File: config.mk
export PLATFORM = sky130hd
export DESIGN_NAME = rsi_top
export DESIGN_NICKNAME = d
export VERILOG_FILES = /design/src/core/rsi_pkg.sv /design/src/core/rsi_ctl_if.sv /design/src/core/rsi_bank.sv /design/src/core/rsi_top.sv
export VERILOG_INCLUDE_DIRS = /design/src /design/src/core
export SDC_FILE = /design/constraint.sdc
export NUM_CORES = 1
export LEC_CHECK = 0
export BUFFER_PORTS_ARGS = -buffer_cell sky130_fd_sc_hd__buf_4
export CORE_ASPECT_RATIO = 1.75
export CORE_MARGIN = 5
export CORE_UTILIZATION = 54
export CTS_CLUSTER_SIZE = 8
export DETAILED_ROUTE_END_ITERATION = 16
export PLACE_DENSITY_LB_ADDON = 0.25
export SLEW_MARGIN = 25
export SYNTH_ARGS = -nofsm -noshare
export SYNTH_HDL_FRONTEND = slang
export SYNTH_SLANG_ARGS = --single-unit
File: constraint.sdc
create_clock -name pclk -period 2.6 [get_ports pclk]
set_input_delay 0.52 -clock pclk [delete_from_list [all_inputs] [get_ports pclk]]
set_output_delay 0.52 -clock pclk [all_outputs]
set_load 0.03 [all_outputs]
File: src/core/rsi_cfg.svh
`ifndef RSI_CFG_SVH
`define RSI_CFG_SVH
// Functional notes
// RULE1 - Status holds a watchdog time-out flag and a power-down flag, both cleared by power-on.
// RULE2 - A low-voltage reset in fast or slow mode leaves both status flags as they were.
// RULE3 - A watchdog reset in fast or slow mode sets the time-out flag and keeps power-down.
// RULE4 - A watchdog reset in idle or sleep sets both the time-out and power-down flags.
// RULE5 - Power-on and both kinds of watchdog reset clear the program counter low byte.
// RULE6 - Power-on clears every interrupt enable so nothing is taken until re-enabled; por_req leaves evt_enable_reg as it was, so irq can assert at once.
// RULE7 - Power-on clears the watchdog and time base counters and the watchdog runs at once.
// RULE8 - Power-on and run-mode watchdog reset stop the counter: control 00-0 1000, count zero.
// RULE9 - Power-on and run-mode watchdog reset set port data and direction high, enables low.
// RULE10 - Power-on sets the stack pointer to the top of the hardware stack.
// RULE11 - Watchdog control: 0101 0011 on power-on, soft flag kept on run reset, idle keeps all.
// RULE12 - Interrupt, time base and clock control take their presets except in idle watchdog reset.
// RULE13 - Indirect, pointer, working and table registers are untouched by any reset cause.
// RULE14 - Idle watchdog reset keeps all but pc low, stack and flags; unused bits read zero.
// RULE15 - The soft reset flag is set by a bad enable code reset and cleared only by software; power-on also clears it.
// RULE16 - Power-on together with any other cause applies the power-on values and flags.

// Byte offsets of the APB map
`define RSI_OFS_STATUS   7'h00
`define RSI_OFS_EVT_STAT 7'h40
`define RSI_OFS_EVT_CLR  7'h44
`define RSI_OFS_EVT_EN   7'h48
`define RSI_OFS_STACK    7'h4C
`define RSI_NUM_BANKS    16
`define RSI_NUM_WORDS    20

// Flag bit positions
`define RSI_TOUT_BIT  5
`define RSI_PWDN_BIT  4
`define RSI_SOFT_BIT  2

// Per-bank tables, index 15 first: table ptr, working, memory ptr, indirect, wake-up,
// pull-up, direction, port data, clock ctl, irq ctl, time base, pc low, count, counter ctl,
// watchdog ctl, status
`define RSI_IMPL  {8'hFF,8'hFF,8'hFF,8'hFF,8'hFF,8'hFF,8'hFF,8'hFF, \
                   8'h2F,8'h37,8'h0F,8'hFF,8'hFF,8'hDF,8'hFF,8'h3F}
`define RSI_POR_V {8'h00,8'h00,8'h00,8'h00,8'h00,8'h00,8'hFF,8'hFF, \
                   8'h20,8'h00,8'h00,8'h00,8'h00,8'h08,8'h53,8'h00}
`define RSI_POR_K {8'hFF,8'hFF,8'hFF,8'hFF,8'h00,8'h00,8'h00,8'h00, \
                   8'h00,8'h00,8'h00,8'h00,8'h00,8'h00,8'h00,8'h0F}
`define RSI_NRM_V {8'h00,8'h00,8'h00,8'h00,8'h00,8'h00,8'hFF,8'hFF, \
                   8'h20,8'h00,8'h00,8'h00,8'h00,8'h08,8'h53,8'h20}
`define RSI_NRM_K {8'hFF,8'hFF,8'hFF,8'hFF,8'h00,8'h00,8'h00,8'h00, \
                   8'h00,8'h00,8'h00,8'h00,8'h00,8'h00,8'h04,8'h1F}
`define RSI_IDL_V {8'h00,8'h00,8'h00,8'h00,8'h00,8'h00,8'h00,8'h00, \
                   8'h00,8'h00,8'h00,8'h00,8'h00,8'h00,8'h00,8'h30}
`define RSI_IDL_K {8'hFF,8'hFF,8'hFF,8'hFF,8'hFF,8'hFF,8'hFF,8'hFF, \
                   8'hFF,8'hFF,8'hFF,8'h00,8'hFF,8'hFF,8'hFF,8'h0F}
// Low-voltage keeps the soft flag: only software or power-on may clear it
`define RSI_LOWV_K {8'h00,8'h00,8'h00,8'h00,8'h00,8'h00,8'h00,8'h00, \
                    8'h00,8'h00,8'h00,8'h00,8'h00,8'h00,8'h04,8'h30}
`define RSI_SFT_K {8'h00,8'h00,8'h00,8'h00,8'h00,8'h00,8'h00,8'h00, \
                   8'h00,8'h00,8'h00,8'h00,8'h00,8'h00,8'h00,8'h20}
`define RSI_WMASK {8'hFF,8'hFF,8'hFF,8'hFF,8'hFF,8'hFF,8'hFF,8'hFF, \
                   8'hFF,8'hFF,8'hFF,8'hFF,8'hFF,8'hFF,8'hFF,8'h0F}

`define RSI_WDT_ON_CODE  5'b0_1010
`define RSI_WDT_OFF_CODE 5'b1_0101
`endif

File: src/core/rsi_pkg.sv
package rsi_pkg;
  typedef enum logic [1:0] {
    RSI_MODE_FAST,
    RSI_MODE_SLOW,
    RSI_MODE_IDLE,
    RSI_MODE_SLEEP
  } rsi_mode_e;

  typedef enum logic [2:0] {
    RSI_C_NONE,
    RSI_C_POR,
    RSI_C_LOWV,
    RSI_C_WNRM,
    RSI_C_WIDL,
    RSI_C_SOFT
  } rsi_cause_e;

  typedef logic [7:0] rsi_byte_t;
endpackage

File: src/core/rsi_ctl_if.sv
`timescale 1ns/100ps
interface rsi_ctl_if;
  import rsi_pkg::*;
  logic       ce;
  rsi_cause_e cause;
  rsi_byte_t  wdata;
  modport drv  (output ce, output cause, output wdata);
  modport bank (input ce, input cause, input wdata);
endinterface

File: src/core/rsi_bank.sv
`timescale 1ns/100ps
module rsi_bank #(
  parameter logic [7:0] IMPL  = 8'hFF,
  parameter logic [7:0] POR_V = 8'h00,
  parameter logic [7:0] POR_K = 8'h00,
  parameter logic [7:0] NRM_V = 8'h00,
  parameter logic [7:0] NRM_K = 8'h00,
  parameter logic [7:0] IDL_V = 8'h00,
  parameter logic [7:0] IDL_K = 8'hFF,
  parameter logic [7:0] LOWV_K = 8'h00,
  parameter logic [7:0] SFT_K = 8'h00,
  parameter logic [7:0] WMASK = 8'hFF
) (
  input  wire logic              pclk,
  input  wire logic              presetn,
  rsi_ctl_if.bank                ctl,
  input  wire logic              we,
  input  wire logic [7:0]        set_bits,
  output logic      [7:0]        q
);
  import rsi_pkg::*;

  logic [7:0] sel_v;
  logic [7:0] sel_k;
  logic [7:0] base;
  logic [7:0] q_next;
  logic       hit;

  // Power-on and low-voltage share presets; low-voltage only widens the keep mask
  assign sel_v = (ctl.cause == RSI_C_POR || ctl.cause == RSI_C_LOWV) ? POR_V :
                 (ctl.cause == RSI_C_WNRM || ctl.cause == RSI_C_SOFT) ? NRM_V : IDL_V;
  assign sel_k = (ctl.cause == RSI_C_POR)  ? POR_K :
                 (ctl.cause == RSI_C_LOWV) ? (POR_K | LOWV_K) :
                 (ctl.cause == RSI_C_WNRM) ? NRM_K :
                 (ctl.cause == RSI_C_SOFT) ? (NRM_K | SFT_K) : IDL_K;
  assign hit    = (ctl.cause != RSI_C_NONE);
  // A reset cause outranks a software write in the same cycle
  assign base   = hit ? ((sel_v & ~sel_k) | (q & sel_k)) :
                  we  ? ((q & ~WMASK) | (ctl.wdata & WMASK)) : q;
  assign q_next = (base | set_bits) & IMPL; // RULE14

  always_ff @(posedge pclk or negedge presetn) begin
    if (!presetn) begin
      q <= POR_V & IMPL;
    end else if (ctl.ce) begin
      q <= q_next;
    end
  end
endmodule

File: src/core/rsi_top.sv
`timescale 1ns/100ps
`include "rsi_cfg.svh"
module rsi_top #(
  parameter int   ADDR_W  = 12,
  parameter int   STACK_W = 3,
  parameter logic [STACK_W-1:0] SP_TOP = '0
) (
  input  wire logic                pclk,
  input  wire logic                presetn,
  input  wire logic                clk_en,
  input  wire logic                psel,
  input  wire logic                penable,
  input  wire logic                pwrite,
  input  wire logic [ADDR_W-1:0]   paddr,
  input  wire logic [31:0]         pwdata,
  output logic      [31:0]         prdata,
  output logic                     pready,
  output logic                     pslverr,
  input  wire logic                por_req,
  input  wire logic                low_voltage_reset,
  input  wire logic                wdt_timeout,
  input  wire logic                soft_reset_req,
  input  wire rsi_pkg::rsi_mode_e  power_mode,
  output logic                     watchdog_timeout_flag,
  output logic                     powerdown_flag,
  output logic      [7:0]          program_counter_low,
  output logic      [STACK_W-1:0]  stack_ptr,
  output logic      [7:0]          interrupt_control_reg,
  output logic      [7:0]          watchdog_control_reg,
  output logic                     wdt_enable,
  output logic                     wdt_code_bad,
  output logic      [7:0]          counter_control_reg,
  output logic      [7:0]          counter_value_reg,
  output logic      [7:0]          time_base_control,
  output logic      [7:0]          system_clock_control,
  output logic      [7:0]          port_a_data,
  output logic      [7:0]          port_a_direction,
  output logic      [7:0]          port_a_pullup_enables,
  output logic      [7:0]          port_a_wakeup_enables,
  output logic                     wdt_tb_clear,
  output logic                     core_restart,
  output logic                     irq
);
  import rsi_pkg::*;

  localparam int NB = `RSI_NUM_BANKS;
  localparam logic [NB-1:0][7:0] T_IMPL  = `RSI_IMPL;
  localparam logic [NB-1:0][7:0] T_POR_V = `RSI_POR_V;
  localparam logic [NB-1:0][7:0] T_POR_K = `RSI_POR_K;
  localparam logic [NB-1:0][7:0] T_NRM_V = `RSI_NRM_V;
  localparam logic [NB-1:0][7:0] T_NRM_K = `RSI_NRM_K;
  localparam logic [NB-1:0][7:0] T_IDL_V = `RSI_IDL_V;
  localparam logic [NB-1:0][7:0] T_IDL_K = `RSI_IDL_K;
  localparam logic [NB-1:0][7:0] T_LOWV_K = `RSI_LOWV_K;
  localparam logic [NB-1:0][7:0] T_SFT_K = `RSI_SFT_K;
  localparam logic [NB-1:0][7:0] T_WMASK = `RSI_WMASK;
  localparam logic [4:0] IDX_STATUS = 5'(`RSI_OFS_STATUS >> 2);
  localparam logic [4:0] IDX_EVT_ST = 5'(`RSI_OFS_EVT_STAT >> 2);
  localparam logic [4:0] IDX_EVT_CL = 5'(`RSI_OFS_EVT_CLR >> 2);
  localparam logic [4:0] IDX_EVT_EN = 5'(`RSI_OFS_EVT_EN >> 2);
  localparam logic [4:0] IDX_STACK  = 5'(`RSI_OFS_STACK >> 2);
  localparam logic [4:0] NUM_WORDS  = 5'(`RSI_NUM_WORDS);

  rsi_ctl_if ctl ();

  rsi_cause_e       cause;
  logic             run_mode;
  logic [4:0]       idx;
  logic             in_range;
  logic             mapped;
  logic             access;
  logic             wr;
  logic [NB-1:0]    bank_we;
  logic [7:0]       bank_q [NB];
  logic [7:0]       wctl_set;
  logic [4:0]       evt_set;
  logic [4:0]       evt_status_reg;
  logic [4:0]       evt_status_next;
  logic [4:0]       evt_enable_reg;
  logic [4:0]       evt_enable_next;
  logic [4:0]       evt_clr;
  logic [STACK_W-1:0] sp_reg;
  logic [STACK_W-1:0] sp_next;
  logic             clear_reg;
  logic             clear_next;
  logic             restart_reg;
  logic             restart_next;
  logic [7:0]       rd_byte;
  logic [7:0]       rd_evt;

  // Cause resolution, power-on first so that it always wins
  assign run_mode = (power_mode == RSI_MODE_FAST) || (power_mode == RSI_MODE_SLOW);
  // Low-voltage detection is off while halted, so it is ignored outside run modes
  assign cause = por_req                    ? RSI_C_POR  : // RULE16 RULE1
                 (wdt_timeout && !run_mode) ? RSI_C_WIDL : // RULE4
                 wdt_timeout                ? RSI_C_WNRM : // RULE3
                 (low_voltage_reset && run_mode) ? RSI_C_LOWV : // RULE2
                 soft_reset_req             ? RSI_C_SOFT : RSI_C_NONE;

  assign ctl.ce    = clk_en;
  assign ctl.cause = cause;
  assign ctl.wdata = pwdata[7:0];

  // APB decode, zero wait states
  assign idx      = paddr[6:2];
  assign in_range = (paddr[ADDR_W-1:7] == '0) && (paddr[1:0] == 2'b00);
  assign mapped   = in_range && (idx < NUM_WORDS);
  assign access   = psel && penable;
  assign wr       = access && pwrite && mapped && clk_en;
  assign pready   = 1'b1;
  assign pslverr  = access && !mapped;

  // Soft flag set wins over a software clear in the same cycle
  assign wctl_set = (cause == RSI_C_SOFT) ? (8'h01 << `RSI_SOFT_BIT) : 8'h00; // RULE15

  // One bank per core register; presets come from the tables
  genvar gi;
  generate
    for (gi = 0; gi < NB; gi++) begin : g_bank
      assign bank_we[gi] = wr && (idx == 5'(gi));
      rsi_bank #(
        .IMPL  (T_IMPL[gi]),
        .POR_V (T_POR_V[gi]),
        .POR_K (T_POR_K[gi]),
        .NRM_V (T_NRM_V[gi]),
        .NRM_K (T_NRM_K[gi]),
        .IDL_V (T_IDL_V[gi]),
        .IDL_K (T_IDL_K[gi]),
        .LOWV_K (T_LOWV_K[gi]),
        .SFT_K (T_SFT_K[gi]),
        .WMASK (T_WMASK[gi])
      ) u_bank (
        .pclk     (pclk),
        .presetn  (presetn),
        .ctl      (ctl.bank),
        .we       (bank_we[gi]),
        .set_bits ((gi == 1) ? wctl_set : 8'h00),
        .q        (bank_q[gi])
      ); // RULE5 RULE6 RULE8 RULE9 RULE11 RULE12 RULE13 RULE14
    end
  endgenerate

  // Stack pointer back to the top on every reset cause
  assign sp_next = (cause == RSI_C_POR || cause == RSI_C_WNRM ||
                    cause == RSI_C_WIDL || cause == RSI_C_LOWV ||
                    cause == RSI_C_SOFT) ? SP_TOP : sp_reg; // RULE10

  // Counter clear pulse; an idle time-out leaves the counters running
  assign clear_next   = (cause == RSI_C_POR) || (cause == RSI_C_LOWV) ||
                        (cause == RSI_C_WNRM) || (cause == RSI_C_SOFT); // RULE7
  assign restart_next = (cause != RSI_C_NONE);

  // Event capture: one sticky bit per cause
  assign evt_set = {cause == RSI_C_SOFT, cause == RSI_C_WIDL, cause == RSI_C_WNRM,
                    cause == RSI_C_LOWV, cause == RSI_C_POR};
  assign evt_clr = (wr && idx == IDX_EVT_CL) ? pwdata[4:0] : 5'h00;
  assign evt_status_next = (evt_status_reg & ~evt_clr) | evt_set;
  assign evt_enable_next = (wr && idx == IDX_EVT_EN) ? pwdata[4:0] : evt_enable_reg;

  always_ff @(posedge pclk or negedge presetn) begin
    if (!presetn) begin
      sp_reg         <= SP_TOP;
      clear_reg      <= 1'b1;
      restart_reg    <= 1'b0;
      evt_status_reg <= 5'h00;
      evt_enable_reg <= 5'h00;
    end else if (clk_en) begin
      sp_reg         <= sp_next;
      clear_reg      <= clear_next;
      restart_reg    <= restart_next;
      evt_status_reg <= evt_status_next;
      evt_enable_reg <= evt_enable_next;
    end
  end

  // Read path
  assign rd_byte = (idx < 5'(NB)) ? bank_q[idx[3:0]] : 8'h00;
  assign rd_evt  = (idx == IDX_EVT_ST) ? {3'b000, evt_status_reg} :
                   (idx == IDX_EVT_EN) ? {3'b000, evt_enable_reg} :
                   (idx == IDX_STACK)  ? 8'(sp_reg) : 8'h00;
  // Write-only clear word reads zero like an unmapped one
  assign prdata  = (access && mapped && !pwrite) ?
                   {24'h00_0000, (idx < 5'(NB)) ? rd_byte : rd_evt} : 32'h0000_0000;

  // Outputs straight from flops
  assign watchdog_timeout_flag = bank_q[IDX_STATUS[3:0]][`RSI_TOUT_BIT];
  assign powerdown_flag        = bank_q[IDX_STATUS[3:0]][`RSI_PWDN_BIT];
  assign watchdog_control_reg  = bank_q[1];
  assign counter_control_reg   = bank_q[2];
  assign counter_value_reg     = bank_q[3];
  assign program_counter_low   = bank_q[4];
  assign time_base_control     = bank_q[5];
  assign interrupt_control_reg = bank_q[6];
  assign system_clock_control  = bank_q[7];
  assign port_a_data           = bank_q[8];
  assign port_a_direction      = bank_q[9];
  assign port_a_pullup_enables = bank_q[10];
  assign port_a_wakeup_enables = bank_q[11];
  assign stack_ptr             = sp_reg;
  // Watchdog runs from the power-on code; a bad code is flagged for the reset timer
  assign wdt_enable   = (bank_q[1][7:3] == `RSI_WDT_ON_CODE); // RULE7
  assign wdt_code_bad = !wdt_enable && (bank_q[1][7:3] != `RSI_WDT_OFF_CODE); // RULE15
  assign wdt_tb_clear = clear_reg;
  assign core_restart = restart_reg;
  assign irq          = |(evt_status_reg & evt_enable_reg);
endmodule

==> results by group, run 1 <==
Clock tree
  • Skew-Pair Late Insertion Delay: 0.41 ns
  • Hold_buf cts: 0
  • Clk sink count: 127
  • Root buf cell: clkbuf_16
  • Clk buf depth: 2
  • CTS tree: done
  • CTS H-Tree Depth: 4
  • Clock transition at path regs: 0.06 ns
  • Number of CTS-inserted buffers: 17

Setup path
  • CP arrival: 2.09 ns
  • R2R Path Start: g_bank[1].u_bank.q[2]$_DFFE_PN0P_
  • Critical path buffer and inverter count: 1
  • Critical Path Sink Type: primary output
  • Slowest CP cell: mux4_2
  • Critical path startpoint category: register
  • R2R depth: 3
  • CP top delay family: multiplexers
  • Crit path max fanout: 2
  • Largest stage delay, worst path: 0.51 ns
  • CP cell instances: mux4_2 > mux2_4 > o311ai_4 > a31oi_2 > buf_6
  • CP Class: register to primary output
  • Critical Path RT: 2.08 ns
  • Worst reg2reg endpoint: g_bank[1].u_bank.q[2]$_DFFE_PN0P_
  • R2R Setup Slk: 1.52 ns

Synthesis
  • Post-synth EDFFs: 0
  • Ys Warns: 0
  • Most area-hungry cell type in the Yosys netlist: dfrtp_1
  • Cell variety after synth: 58
  • Ranking of synthesized cells by area: dfrtp_1 (36%), buf_4 (12%), dfstp_2 (8.4%), mux4_2 (7.9%), mux2_2 (6.8%)
  • Post-synthesis sequential area ratio: 0.448
  • Syn avg cell area: 11.3 sq um
  • Synth Flop Type: dfrtp_1
  • Synthesized cell area: 7150 sq um
  • Yosys top cell area share: 0.364
  • Number of synthesized register bits: 127
  • Synth Instances: 631
  • Post-synth ARST share: 1.00

Timing
  • Post-Route Setup TNS: -0.0149 ns
  • Tmin final: 2.61 ns
  • Slew HR: 0.552
  • Max-slew violations: 0
  • Hold Fails Final Rpt: 0
  • Skew final: 0 ns
  • Worst-margin pin slew: 0.672 ns
  • Achievable Freq: 0.382 GHz
  • Finish-stage setup viols: 1
  • RSZ-0062 raised after global routing: true
  • Fin crit share: 1.01
  • Final worst slack: -0.0149 ns

Final layout
  • Final standard cell utilization of the core: 0.671
  • Non-Filler Instances: 916
  • Post-layout nets: 788
  • Layout cells sized above 1: 0.467
  • Synth-to-layout area growth: 22.0%
  • Diode count: 0
  • Post-route cell area: 8730 sq um

Run status
  • Outcome: complete, but fails checks
  • Failing checks: setup timing

Floorplanning
  • Die Y: 162 um
  • Die Outline Area: 15700 sq um
  • Std cell rows: 55
  • Io pins: 188
  • Width of the die: just under 100 um
  • Initial Utilization: 0.550
  • Core Box Area: 13000 sq um

Global route
  • Vias in the first global route: about 6000
  • All-Layer GR Usage: 0.289
  • Largest net degree at the start of global routing: 52
  • Congestion Overflow GR: 0
  • First-pass GRT wire length: roughly 34 mm
  • Antenna violations before repair: 0

Placement
  • Placed cell area: 7920 sq um
  • Port Buffers: 123
  • GP Congestion: just over 0.9
  • Post-DP HPWL: 16.7 mm
  • Placed Cells incl. Taps: roughly 870

Routing
  • DRC viols: 0
  • DR iter-0 viols: 457
  • DRT Wirelength: around 22 mm
  • TritonRoute pass-1 iters: 5
  • Mean routed wirelength per cell: 24.5 um
  • Vias: ~5600
  • Vias per cell: 6.11
  • Routed Antenna Nets: 0

Power and ir drop
  • Design Power: between 4000 and 5000 uW
  • Static leakage: between 0.004 and 0.005 uW
  • Pwr per Cell Area: about 560 nW/um^2
  • Worst VDD drop: 0.000481 V

Hold path
  • Hold WC Path Type: input pin to asynchronous set/reset pin

Job
  • Maxcap violations: 0
## synth_stat cells (all sizes together) (2+ instances only)
cell	instances
and3	4
o2bb2ai	19
a2bb2oi	9
a22o	23
a32o	3
nor3	9
and4	3
conb	2
clkbuf	12
o31ai	5
mux2	43
dfstp	23
a22oi	9
nand2	40
nand3	24
a21oi	18
inv	7
nor2b	7
a21o	3
nor2	24
and2	3
o21ai	21
nor4	6
mux2i	12
o22ai	3
dfrtp	104
o211ai	2
o22a	4
nand2b	4
o41ai	2
or3	2
buf	139
mux4	25
a31oi	4
## per-layer routing
| metal | track usage | up-vias | wire, um |
|---|---|---|---|
| li1 | - | 2363 | - |
| met1 | 0.309 | 2816 | 7650 |
| met2 | 0.510 | 317 | 11700 |
| met3 | 0.0580 | 102 | 1480 |
| met4 | 0.194 | 0 | 1610 |
| met5 | 0 | - | 0 |
## where the power goes
| part | leakage [uW] | internal, uW | switching, uW |
|---|---|---|---|
| sequential | 0.00166 | 1990 | 14.9 |
| combinational | 0.00213 | 171 | 355 |
| clock | 0.000275 | 1440 | 908 |
## placed cells by master (no fill, tap or decap), types with 5 or more instances in the layout
master | netlist | layout
a21oi_1 | 18 | 16
a22o_1 | 23 | 23
a22oi_1 | 9 | 9
a2bb2oi_1 | 9 | 9
buf_12 | 0 | 5
buf_4 | 119 | 179
buf_6 | 0 | 12
clkbuf_16 | 0 | 17
conb_1 | 2 | 39
dfrtp_1 | 104 | 104
dfstp_2 | 23 | 23
inv_1 | 7 | 7
mux2_2 | 43 | 42
mux2i_1 | 12 | 12
mux4_2 | 25 | 25
nand2_1 | 39 | 38
nand3_1 | 22 | 22
nor2_1 | 23 | 23
nor2b_1 | 6 | 6
o21ai_0 | 20 | 16
o2bb2ai_1 | 19 | 19
o31ai_1 | 5 | 5
## worst max path at each step
stage	startpoint	end	slack [ns]	depth (start not counted)
2_1_floorplan	paddr[9]	prdata[0]	-0.07	5
3_5_place_dp	paddr[9]	prdata[3]	-0.27	7
3_3_place_gp	paddr[9]	prdata[3]	-0.17	7
5_1_grt	paddr[0]	prdata[3]	-0.07	9
4_1_cts	g_bank[11].u_bank.q[4]$_DFFE_PN0P_	prdata[4]	-0.01	5
6_report	g_bank[2].u_bank.q[4]$_DFFE_PN0P_	prdata[4]	-0.01	5
## worst register-to-register path, stage by stage, from the launching register on
cell     delay (ns)
dfrtp_1        0.43
o21ai_0        0.11
a21oi_1        0.10
a311o_1        0.33
## stage by stage
step / hold slack (ns) / worst slack (ns)
floorplan: 0.224 / -0.0672
global placement: 0.464 / -0.168
detailed placement: 0.474 / -0.269
CTS: 0.0637 / -0.00989
global route: 0.0897 / -0.0663
finish: 0.0518 / -0.0149
## final cells by class
type / count / area [sq um]
Clock buffer: 19 / 443
Clock inverter: 13 / 140
Fill cell: 985 / 4280
Inverter: 7 / 26.3
Multi-Input combinational cell: 383 / 3120
Sequential cell: 127 / 3210
Tap cell: 171 / 214
Timing Repair Buffer: 196 / 1580
## cells by family after synthesis
group                  after synthesis  share of synthesized area
DFF                                127                      0.448
and+or+nand+nor                    134                      0.104
AOI/OAI and AO/OA                  130                      0.135
muxes                               80                      0.163
other                                2                    0.00105
buffers and inverters              158                      0.148
## what timing repair did
item / in CTS / in global routing
resized for setup: 17 / 11
pin swaps: 1 / 8
endpoints found under the setup margin: 6 / 8
hold endpoints to repair: 0 / 0
setup buffers: 10 / 3
No activity file was read; power rests on OpenSTA's default activity.
==> inputs of run 2 (changes only) <==
Settings changed: ABC_AREA from default to 1, SYNTH_HIERARCHICAL from default to 1.
==> results by group, run 2 <==
Run status
  • Outcome: finished clean (was complete, but fails checks)

Timing
  • Hold Fails Final Rpt: 0 (unchanged)
  • Max-slew violations: 0 (unchanged)
  • Achievable Freq: 0.397 GHz (was 0.382 GHz)
  • Skew final: 0 ns (unchanged)
  • Worst-margin pin slew: 0.730 ns (was 0.672 ns)
  • Slew HR: 0.513 (was 0.552)
  • Finish-stage setup viols: 0 (was 1)
  • Fin crit share: 0.968 (was 1.01)
  • Tmin final: 2.52 ns (was 2.61 ns)
  • RSZ-0062 raised after global routing: false (was true)
  • Post-Route Setup TNS: 0 ns (was -0.0149 ns)

Synthesis
  • Syn avg cell area: 6.04 sq um (was 11.3 sq um)
  • Number of synthesized register bits: 127 (unchanged)
  • Synth Instances: 1727 (was 631)
  • Ranking of synthesized cells by area: nand2_1 (29%), dfrtp_1 (25%), inv_1 (10%), dfstp_2 (5.8%), nand3_1 (4.3%) (was dfrtp_1 (36%), buf_4 (12%), dfstp_2 (8.4%), mux4_2 (7.9%), mux2_2 (6.8%))
  • Ys Warns: 6 (was 0)
  • Most common cell in the netlist: nand2_1 (was buf_4)
  • Post-synth top cells: nand2_1 (809), inv_1 (284), nor2_1 (107) (was buf_4 (119), dfrtp_1 (104), mux2_2 (43))
  • Yosys top cell area share: 0.291 (was 0.364)
  • Post-synthesis sequential area ratio: 0.307 (was 0.448)
  • Synthesized cell area: 10400 sq um (was 7150 sq um)
  • Most area-hungry cell type in the Yosys netlist: nand2_1 (was dfrtp_1)
  • Post-synth ARST share: 1.00 (unchanged)
  • Post-synth EDFFs: 0 (unchanged)
  • Synth Flop Type: dfrtp_1 (unchanged)
  • Cell variety after synth: 42 (was 58)

Setup path
  • R2R Path Start: g_bank[9].u_bank/q[6]$_DFFE_PN1P_ (was g_bank[1].u_bank.q[2]$_DFFE_PN0P_)
  • CP Class: input pin to primary output (was register to primary output)
  • Critical Path Sink Type: primary output (unchanged)
  • R2R Setup Slk: 1.53 ns (was 1.52 ns)
  • Critical path startpoint category: input pin (was register)
  • CP arrival: 2.00 ns (was 2.09 ns)
  • Critical Path RT: 2.08 ns (about the same)
  • Worst reg2reg endpoint: g_bank[9].u_bank/q[6]$_DFFE_PN1P_ (was g_bank[1].u_bank.q[2]$_DFFE_PN0P_)
  • Crit path max fanout: 13 (was 2)
  • R2R depth: 4 (was 3)

Final layout
  • Leading cell type in the layout, fill and taps excluded: nand2_1 (was buf_4)
  • Layout cells sized above 1: 0.167 (was 0.467)
  • Synth-to-layout area growth: 21.3% (was 22.0%)
  • Filler Cells Inserted: 1793 (was 985)
  • Final standard cell utilization of the core: 0.662 (was 0.671)
  • Post-layout nets: 2030 (was 788)
  • Register Area: 3210 sq um (unchanged)
  • Diode count: 0 (unchanged)
  • Most frequent cells in the layout: nand2_1 (809), inv_1 (283), buf_4 (157), conb_1 (155), nor2_1 (105) (was buf_4 (179), dfrtp_1 (104), mux2_2 (42), conb_1 (39), nand2_1 (38))
  • Max FFs per register: 115
  • Multi-input logic area: 6010 sq um (was 3120 sq um)

Global route
  • First-pass GRT wire length: 52.2 mm (was 34.5 mm)
  • Antenna violations before repair: 0 (unchanged)
  • GRT busiest layer: met2 (unchanged)
  • Largest net degree at the start of global routing: 128 (was 52)
  • All-Layer GR Usage: 0.295 (was 0.289)
  • Met3 usage: 0.0375 (was 0.0580)
  • GR Util met1: 0.332 (was 0.309)
  • Met2 Usage GRT: 0.512 (was 0.510)
  • Vias in the first global route: 10400 (was 5975)
  • Congestion Overflow GR: 0 (unchanged)

Floorplanning
  • Die Y: 194 um (was 162 um)
  • Io pins: 188 (unchanged)
  • Die Outline Area: 22300 sq um (was 15700 sq um)
  • Initial Utilization: 0.546 (was 0.550)
  • Core Box Area: 19100 sq um (was 13000 sq um)
  • Width of the die: 115 um (was 97 um)
  • Std cell rows: 67 (was 55)

Hold path
  • Hold WC Path Type: input pin to asynchronous set/reset pin (unchanged)

Routing
  • Vias per cell: 4.92 (was 6.11)
  • Vias: 11000 (was 5598)
  • Mean routed wirelength per cell: 14.7 um (was 24.5 um)
  • TritonRoute pass-1 iters: 5 (unchanged)
  • DR iter-0 viols: 697 (was 457)
  • Routed Antenna Nets: 0 (unchanged)
  • DRT Wirelength: 32.8 mm (was 22.4 mm)
  • DRC viols: 0 (unchanged)

Clock tree
  • Root buf cell: clkbuf_16 (unchanged)
  • Skew-Pair Late Insertion Delay: 0.43 ns (was 0.41 ns)
  • Clk sink count: 127 (unchanged)
  • Clock transition at path regs: 0.06 ns (about the same)
  • Hold_buf cts: 0 (unchanged)
  • Clk buf depth: 2 (unchanged)
  • Number of CTS-inserted buffers: 17 (unchanged)
  • CTS tree: done (unchanged)
  • CTS H-Tree Depth: 4 (unchanged)

Power and ir drop
  • Worst VDD drop: 0.000331 V (was 0.000481 V)
  • Static leakage: 0.00751 uW (was 0.00407 uW)
  • Pwr per Cell Area: 511 nW/um^2 (was 559 nW/um^2)

Placement
  • Port Buffers: 123 (unchanged)
  • Post-DP HPWL: 23.4 mm (was 16.7 mm)
  • GP Congestion: 0.958 (was 0.923)

Job
  • Maxcap violations: 0 (unchanged)
-- run 2: worst max path at each step --
stage / startpoint / endpoint / slack (ns)
after floorplan: power_mode[1] / g_bank[2].u_bank/q[0]$_DFFE_PN0P_ / 0.20
after global placement: paddr[3] / prdata[4] / 0.08
after CTS: paddr[3] / prdata[4] / 0.04
after detailed placement: paddr[3] / prdata[4] / 0.05
after global routing: paddr[2] / prdata[5] / 0.02
final: paddr[2] / prdata[1] / 0.08
-- run 2: critical path, stage by stage --
cell and delay [ns]:
buf_4 0.19, inv_4 0.18, buf_4 0.25, nand2_1 0.07, nand2_1 0.11, nand2_1 0.07
nand2_1 0.06, nand2_1 0.05, nand2_1 0.10, nor2_1 0.06, nor2_1 0.12, nor2_1 0.05
buf_4 0.16
-- run 2: kinds of logic (layout without fill, tap and decap cells) --
kind of cell	Yosys count	after routing	synth area share
other	7	155	0.00252
buffers and inverters	398	510	0.172
flip-flops	127	127	0.307
AO/OA/AOI/OAI	95	95	0.0542
AND/OR/NAND/NOR	1100	1100	0.464
-- run 2: where the power goes --
part	total (uW)	switching, uW	leakage (uW)	internal (uW)
Combinational	1750	1210	0.00589	533
Clock	2400	949	0.000282	1450
Sequential	2320	172	0.00134	2140
Total	6470	2330	0.00751	4130
-- run 2: stage by stage --
step	hold slack [ns]	std cells	instance area, sq um	worst slack (ns)	power (uW)
after detailed placement	0.458	2190	12000	0.0486	4060
after global placement	0.455	2190	12000	0.0845	4030
after floorplan	0.224	1875	11000	0.200	3450
after CTS	0.239	2222	12600	0.0440	6460
final	0.196	2228	12700	0.0830	6470
after global routing	0.271	2228	12700	0.0208	6760
-- run 2: what timing repair did --
action | 4_1_cts | 5_1_grt
setup endpoints to repair | 0 | 7
setup buffers | 0 | 6
resized for setup | 0 | 2
-- run 2: area by class of cell --
| class | count | share of cell area |
|---|---|---|
| clock inverter | 11 | 0.00831 |
| timing repair buffer | 166 | 0.107 |
| clock buffer | 21 | 0.0390 |
| tap | 241 | 0.0238 |
| inverter | 312 | 0.0934 |
| sequential | 127 | 0.253 |
| multi-input combinational | 1350 | 0.475 |
-- run 2: layer usage --
| layer | wire, um | share of wire |
|---|---|---|
| met5 | 0 | 0 |
| met4 | 2130 | 0.065 |
| met3 | 2150 | 0.066 |
| met2 | 16400 | 0.50 |
| met1 | 12000 | 0.37 |
